### src/srq_pkg.sv
// Constants for the status reporting and service request block.
// Assumes one system clock; bit positions follow the status byte layout.
package srq_pkg;
   // ==========================================
   // Event latch bit positions
   localparam int unsigned EV_OP_DONE = 0;
   localparam int unsigned EV_UNUSED_A = 1;
   localparam int unsigned EV_QUERY_ERR = 2;
   localparam int unsigned EV_DEVICE_ERR = 3;
   localparam int unsigned EV_BAD_PARAM = 4;
   localparam int unsigned EV_PARSE_ERR = 5;
   localparam int unsigned EV_UNUSED_B = 6;
   localparam int unsigned EV_POWER_CYCLED = 7;
   // ==========================================
   // Status byte bit positions
   localparam int unsigned SB_MSG_WAITING = 4;
   localparam int unsigned SB_EVENT_SUMMARY = 5;
   localparam int unsigned SB_SERVICE = 6;
   // ==========================================
   // Masks and reset values
   localparam logic [7:0] EVENT_USED_MASK = 8'hbd;
   localparam logic [7:0] SRQ_GATED_MASK = 8'hbe;
   localparam logic [7:0] EVENT_LATCH_RESET = 8'h80;
   localparam logic [7:0] MASK_RESET = 8'h00;
   localparam logic [15:0] EVENT_MASK_MAX = 16'h00ff;
   localparam logic [7:0] BYTE_ZERO = 8'h00;
endpackage : srq_pkg

### src/event_latch_if.sv
// Interface between the status logic and the event latch register.
// Assumes both ends sit in the same clock domain.
`timescale 1ns/1ps
`default_nettype none
interface event_latch_if;
   logic [7:0] setVec;
   logic clear;
   // A net, since each latch bit drives its own slice from a generate branch
   wire logic [7:0] value;
   modport latch (input setVec, input clear, output value);
   modport user (output setVec, output clear, input value);
endinterface : event_latch_if
`default_nettype wire

### src/event_latch.sv
// Sticky event latch register, one flag per used event bit.
// Assumes single-cycle event pulses and a synchronous active-low reset.
`timescale 1ns/1ps
`default_nettype none
module event_latch
   import srq_pkg::*;
(
   // Clock and reset
   input wire logic clk,
   input wire logic rst_b,
   input wire logic ce,
   // Latch access
   event_latch_if.latch evt
);
   // ==========================================
   // Per-bit sticky flags
   genvar i;
   generate
      for (i = 0; i < 8; i = i + 1) begin : g_bit
         if (EVENT_USED_MASK[i]) begin : g_used
            logic flag_ff;
            // Set beats clear so an event in the clearing cycle survives
            wire logic nxt_flag = evt.setVec[i] | (flag_ff & ~evt.clear);
            always_ff @(posedge clk) begin
               if (!rst_b) begin
                  flag_ff <= EVENT_LATCH_RESET[i];
               end else if (ce) begin
                  flag_ff <= nxt_flag;
               end
            end
            assign evt.value[i] = flag_ff;
         end else begin : g_unused
            assign evt.value[i] = 1'b0;
         end
      end
   endgenerate
endmodule // event_latch
`default_nettype wire

### src/status_reporting_service_request.sv
// Status byte, event summary and service request logic of an instrument.
// Assumes a command parser that delivers one-cycle pulses on clk.
//
// What this block does
// - Event latch bits stay set until the latch is read or cleared.
// - Event mask bit enables its latch bit toward the summary.
// - Any enabled latch bit rising sets the event summary bit.
// - Latch read or clear-status returns the event summary bit to zero.
// - Operation done flag set when all commands before it are executed.
// - Latch bits 1 and 6 always read zero.
// - Query error flag set on any of the three query faults.
// - Device-specific error flag set on calibration fault or port overflow.
// - Bad parameter flag set when a command cannot execute.
// - Command parse flag set when a command was not understood.
// - Power cycled flag set after power returns until latch read or clear-status.
// - Message waiting set on queued response, cleared after terminator sent.
// - Service mask gates status bits 1-5 and 7 into bit 6.
// - Master summary follows enabled status bits continuously.
// - Request bit set by summary rising or panel; serial poll clears it.
// - Service request line asserted while request bit is set.
// - Status query returns the byte without changing any bit.
// - Bit 6 is request bit on poll, master summary on query.
// - Remote unlocked panel press can raise a service request.
// - Power-up and device clear zero the service request mask.
// - Clear-status clears events; message waiting only when first message.
// - Event mask writes above 255 rejected, setting bad parameter flag.
`timescale 1ns/1ps
`default_nettype none
module status_reporting_service_request
   import srq_pkg::*;
(
   // Clock, reset, enable
   input wire logic clk,
   input wire logic rst_b,
   input wire logic ce,
   // Event pulses from the parser
   input wire logic opDone,
   input wire logic queryFault,
   input wire logic deviceFault,
   input wire logic badParam,
   input wire logic parseFault,
   // Register commands
   input wire logic latchRead,
   input wire logic clearStatus,
   input wire logic clearIsFirst,
   input wire logic eventMaskWrite,
   input wire logic [15:0] eventMaskValue,
   input wire logic serviceMaskWrite,
   input wire logic [7:0] serviceMaskValue,
   input wire logic deviceClear,
   input wire logic statusQuery,
   input wire logic serialPoll,
   // Output buffer and front panel
   input wire logic responseQueued,
   input wire logic terminatorSent,
   input wire logic panelRequest,
   input wire logic remoteUnlocked,
   // Read data
   output logic [7:0] latchData,
   output logic [7:0] eventMaskData,
   output logic [7:0] serviceMaskData,
   output logic [7:0] statusQueryData,
   output logic [7:0] pollData,
   // Service request line, open drain
   output logic srqOut,
   output logic srqEn_b
);
   // ==========================================
   // State
   logic [7:0] eventMask_ff;
   logic [7:0] serviceMask_ff;
   logic eventSummary_ff;
   logic msgWaiting_ff;
   logic serviceReq_ff;
   logic masterPrev_ff;
   logic [7:0] latchData_ff;
   logic [7:0] statusQueryData_ff;
   logic [7:0] pollData_ff;
   logic [7:0] prevLatch_ff;

   event_latch_if evt ();

   // ==========================================
   // Event inputs into the latch
   wire logic maskTooBig = eventMaskWrite & (eventMaskValue > EVENT_MASK_MAX);
   wire logic maskAccept = eventMaskWrite & ~maskTooBig;
   wire logic [7:0] eventSet = {1'b0, 1'b0, parseFault, badParam | maskTooBig,
                                deviceFault, queryFault, 1'b0, opDone};
   assign evt.setVec = eventSet;
   assign evt.clear = latchRead | clearStatus;

   event_latch u_latch (
      .clk(clk),
      .rst_b(rst_b),
      .ce(ce),
      .evt(evt)
   );

   // ==========================================
   // Summary decoding
   // Rising edge of any enabled latch bit, taken from the stored latch so it
   // catches bits that rose in the previous cycle; a mask write alone is no rise
   wire logic [7:0] enabledNow = evt.value & eventMask_ff;
   wire logic [7:0] enabledPrev = prevLatch_ff & eventMask_ff;
   wire logic enabledRise = |(enabledNow & ~enabledPrev);
   wire logic [7:0] statusCore = {1'b0, 1'b0, eventSummary_ff, msgWaiting_ff, 4'h0};
   wire logic masterSummary = |(statusCore & serviceMask_ff & SRQ_GATED_MASK);
   wire logic masterRise = masterSummary & ~masterPrev_ff;
   wire logic panelSrq = panelRequest & remoteUnlocked;
   wire logic clearMsg = terminatorSent | (clearStatus & clearIsFirst);
   wire logic summaryClear = latchRead | clearStatus;

   wire logic nxt_eventSummary = enabledRise | (eventSummary_ff & ~summaryClear);
   wire logic nxt_msgWaiting = responseQueued | (msgWaiting_ff & ~clearMsg);
   wire logic nxt_serviceReq = masterRise | panelSrq | (serviceReq_ff & ~serialPoll);

   wire logic [7:0] queryByte = statusCore | ({7'h00, masterSummary} << SB_SERVICE);
   wire logic [7:0] pollByte = statusCore | ({7'h00, serviceReq_ff} << SB_SERVICE);
   wire logic [7:0] nxt_serviceMask = deviceClear ? MASK_RESET :
                                      serviceMaskWrite ? serviceMaskValue : serviceMask_ff;

   // ==========================================
   // Registers
   always_ff @(posedge clk) begin
      if (!rst_b) begin
         eventMask_ff <= MASK_RESET;
         serviceMask_ff <= MASK_RESET;
      end else if (ce) begin
         if (maskAccept) begin
            eventMask_ff <= eventMaskValue[7:0];
         end
         serviceMask_ff <= nxt_serviceMask;
      end
   end

   always_ff @(posedge clk) begin
      if (!rst_b) begin
         eventSummary_ff <= 1'b0;
         msgWaiting_ff <= 1'b0;
         serviceReq_ff <= 1'b0;
         masterPrev_ff <= 1'b0;
         prevLatch_ff <= BYTE_ZERO;
      end else if (ce) begin
         eventSummary_ff <= nxt_eventSummary;
         msgWaiting_ff <= nxt_msgWaiting;
         serviceReq_ff <= nxt_serviceReq;
         masterPrev_ff <= masterSummary;
         prevLatch_ff <= evt.value;
      end
   end

   // Read data are captured so the host sees a stable value after the pulse
   always_ff @(posedge clk) begin
      if (!rst_b) begin
         latchData_ff <= BYTE_ZERO;
         statusQueryData_ff <= BYTE_ZERO;
         pollData_ff <= BYTE_ZERO;
      end else if (ce) begin
         if (latchRead) begin
            latchData_ff <= evt.value;
         end
         if (statusQuery) begin
            statusQueryData_ff <= queryByte;
         end
         if (serialPoll) begin
            pollData_ff <= pollByte;
         end
      end
   end

   assign latchData = latchData_ff;
   assign eventMaskData = eventMask_ff;
   // Bit 6 of the service mask has no meaning and reads as zero
   assign serviceMaskData = serviceMask_ff & SRQ_GATED_MASK;
   assign statusQueryData = statusQueryData_ff;
   assign pollData = pollData_ff;
   // Open drain: the line only ever sinks, so the level driven is always low
   assign srqOut = 1'b0;
   assign srqEn_b = ~serviceReq_ff;
endmodule // status_reporting_service_request
`default_nettype wire

### config.mk
export PLATFORM = sky130hd
export DESIGN_NAME = status_reporting_service_request
export DESIGN_NICKNAME = d
export VERILOG_FILES = /design/src/srq_pkg.sv /design/src/event_latch_if.sv /design/src/event_latch.sv /design/src/status_reporting_service_request.sv
export SDC_FILE = /design/constraint.sdc
export NUM_CORES = 1
export LEC_CHECK = 0
export ABC_CLOCK_PERIOD_IN_PS = 1200
export BUFFER_PORTS_ARGS = -buffer_cell sky130_fd_sc_hd__buf_2
export CORE_ASPECT_RATIO = 0.5
export CORE_MARGIN = 2
export CORE_UTILIZATION = 24
export CTS_BUF_LIST = sky130_fd_sc_hd__clkbuf_8
export DETAILED_ROUTE_END_ITERATION = 10
export SETUP_SLACK_MARGIN = 0.02
export SKIP_LAST_GASP = 1
export SLEW_MARGIN = 20
export SYNTH_ARGS = -nofsm -noshare
export SYNTH_HDL_FRONTEND = slang
export SYNTH_SLANG_ARGS = --single-unit
### constraint.sdc
create_clock -name clk -period 1.2 [get_ports clk]
set_input_delay 0.06 -clock clk [delete_from_list [all_inputs] [get_ports clk]]
set_output_delay 0.06 -clock clk [all_outputs]
set_load 0.005 [all_outputs]
==> metrics.csv <==
metric;value;unit
antenna_found_initial;0;
num-fill-cells;741;
cp_data_required_time;1.42;ns
track_usage;0.1042;
nets;315;
syn_area_per_cell;8.740;um2
yosys_warnings;0;
path_delay_family;simple AND/OR/NAND/NOR gates;
die_height;64.20;um
postRouteAntennaNets;0;
pre_cts_ws;-0.1571;ns
drc;0;
maxSlewViolCount;0;
hold_path_class;in -> reg;
status;complete, no violations;
crit_type;in -> reg;
hold_viol;0;
path_clk_slew;0.08;ns
synth-seq-area-share;0.4835;
fin_hold_ws;0.001140;ns
viasPerCell;4.354;
slowest_stage;or4_4;
start_util;0.2536;
place_inst;356;
grt_max_degree;33;
clock-root-buffer;clkbuf_8;
layout_setup_ws;0.1568;ns
cts_htree_levels;2;
finClkSkew;0.007517;ns
n_antenna_cell;0;
power_leakage;1.031;nW
drt_iter0_drc;71;
fin_cells;364;
setup_viol;0;
wl;4.147;mm
crit_chain;buf_2 > or4_4 > nor3_4 > buf_12 > mux2i_1;
worstSetupStartpointType;input pin;
hpwlAfterDp;3.140;mm
maxCapViolations;0;
finalWorstPathRequiredPeriod;1.043;ns
wl_per_cell;11.39;um
critical_path.max_stage_delay;0.54;ns
grt_pass1_wl;6.796;mm
rsz0062_at_grt;no;
synth_cell_type_count;29;
syn_inst;199;
areaGrowthSynthToFinish;31.80;%
fp.dieW;124.4;um
worst-path-max-fanout;8;
arrival;1.27;ns
grt_pass1_vias;1499;
clk_latency;0.29;ns
gp_congestion;0.7193;
syn-cell-area;0.001739;mm2
postCtsSetupRepairBufs;0;
core_area;0.006858;mm2
cts_buffers;5;
period_share;0.8693;
vias;1585;
place.port_buffers;68;
cts_tree;yes;
dr.pass1.iters;4;
end_kind;flip-flop;
fmax;0.9586;GHz
vdd_drop_max;407.7;uV
overflow;0;
synth-seq-cells;42;
r2r_slack;0.16;ns
cts_sinks;42;
dieArea;0.007985;mm2
power_density;1240;mW/mm2
placementRows;21;
layout-drive-gt1-share;0.3235;
num_io_pins;86;
clk_path_buf_depth;2;
critPathBufInv;2;
## area by class of cell
cell class / instances / area, um2 / share of cell area
Sequential cell: 42 / 842.1 / 0.3674
Clock inverter: 3 / 41.29 / 0.01801
Tap cell: 92 / 115.1 / 0.05022
Clock buffer: 5 / 68.82 / 0.03002
Inverter: 3 / 11.26 / 0.004913
Timing Repair Buffer: 76 / 425.4 / 0.1856
Multi-Input combinational cell: 143 / 788.3 / 0.3439
## logic make-up (layout without fill, tap and decap cells)
group,after synthesis,in the layout,synth area share
flops,42,42,0.4835
mux,14,14,0.08057
compound gates,40,40,0.1453
simple gates,74,74,0.1950
buf+inv,28,87,0.09353
other cells,1,15,0.002156
## metal layers
metal	routed length, um	GRT usage
met1	1765	0.1149
met2	2098	0.1885
met3	256	0.03853
met4	27	0.03371
met5	0	0
## worst register-to-register path, delay by kind of cell (launching register included)
family          cells  cell delay (ns)
compound gates      2             0.25
flops               1             0.39
simple gates        1             0.33
## report_power, final
group	switching (mW)	internal, mW
combinational	0.147	0.129
sequential	0.0307	1.44
clock	0.487	0.612
## registers in the layout (all words and copies together), names as in the netlist
| name | cells |
|---|---|
| msgWaiting_ff | 1 |
| u_latch.g_bit.g_used.flag_ff | 6 |
| eventMaskData | 8 |
| serviceReq_ff | 1 |
| statusQueryData | 3 |
| eventSummary_ff | 1 |
| latchData | 6 |
| prevLatch_ff | 6 |
| pollData | 3 |
| serviceMask_ff | 6 |
| masterPrev_ff | 1 |
## layout by cell type, fill, tap and decap left out
| cell type | netlist | routed |
|---|---|---|
| inv_1 | 2 | 3 |
| bufinv_16 | 0 | 1 |
| nor3_4 | 1 | 1 |
| o22a_1 | 2 | 2 |
| dfxtp_2 | 0 | 1 |
| or3_1 | 1 | 1 |
| o21ai_1 | 3 | 3 |
| a221oi_1 | 1 | 1 |
| a31oi_1 | 1 | 1 |
| nor2_1 | 16 | 16 |
| clkbuf_8 | 0 | 5 |
| and3b_1 | 2 | 2 |
| nand2_1 | 39 | 39 |
| buf_12 | 0 | 2 |
| buf_4 | 15 | 6 |
| o21bai_1 | 1 | 1 |
| a311oi_1 | 1 | 1 |
| conb_1 | 1 | 15 |
| a21oi_1 | 17 | 17 |
| a211oi_1 | 1 | 1 |
| clkinvlp_4 | 0 | 1 |
| or4_4 | 2 | 2 |
| o21ai_0 | 1 | 1 |
| mux2i_1 | 14 | 14 |
| nand3_1 | 11 | 11 |
| nand4b_1 | 1 | 1 |
| buf_2 | 1 | 68 |
| nor2b_1 | 1 | 1 |
| a22oi_1 | 11 | 11 |
| dfxtp_1 | 42 | 41 |
| a32oi_1 | 1 | 1 |
| inv_2 | 1 | 1 |
## synthesized netlist by cell type
master	number	area, um2
or3_1	1	6.260
o21ai_0	1	5.000
nor2b_1	1	6.260
and3b_1	2	17.52
nand3_1	11	55.05
inv_2	1	3.750
a32oi_1	1	8.760
o22a_1	2	17.52
or4_4	2	22.52
dfxtp_1	42	840.8
a31oi_1	1	6.260
mux2i_1	14	140.1
conb_1	1	3.750
o21bai_1	1	7.510
nand2_1	39	146.4
buf_1	2	7.510
nor2_1	16	60.06
a211oi_1	1	7.510
buf_4	15	112.6
a221oi_1	1	8.760
nor3_4	1	16.27
buf_2	1	5.000
clkbuf_1	7	26.28
a22oi_1	11	82.58
o21ai_1	3	15.01
a21oi_1	17	85.08
a311oi_1	1	8.760
nand4b_1	1	8.760
inv_1	2	7.510
## stage by stage
stage	total power [mW]	util	setup TNS, ns	instance area [um2]
floorplan	1.672	-	-0.7826	1792
global placement	1.769	0.3180	-0.9286	2181
detailed placement	1.779	0.3180	-1.137	2181
CTS	2.873	0.3341	0	2291
global route	2.966	0.3342	0	2292
finish	2.843	0.3342	0	2292
## path summary, 6_finish.rpt
check                     startpoint                  to  cells after the start
setup / recovery  eventMaskValue[15]    eventMaskData[1]                      5
hold / removal     eventMaskValue[3]    eventMaskData[3]                      3
setup reg to reg     eventSummary_ff       serviceReq_ff                      3
hold reg to reg   statusQueryData[5]  statusQueryData[5]                      2
## repair_timing
| action | 4_1_cts | 5_1_grt |
|---|---|---|
| hold buffers | 0 | 0 |
| endpoints found under the setup margin | 0 | 1 |
| gates resized for setup | 0 | 1 |
(Power assumes the default switching activity.)
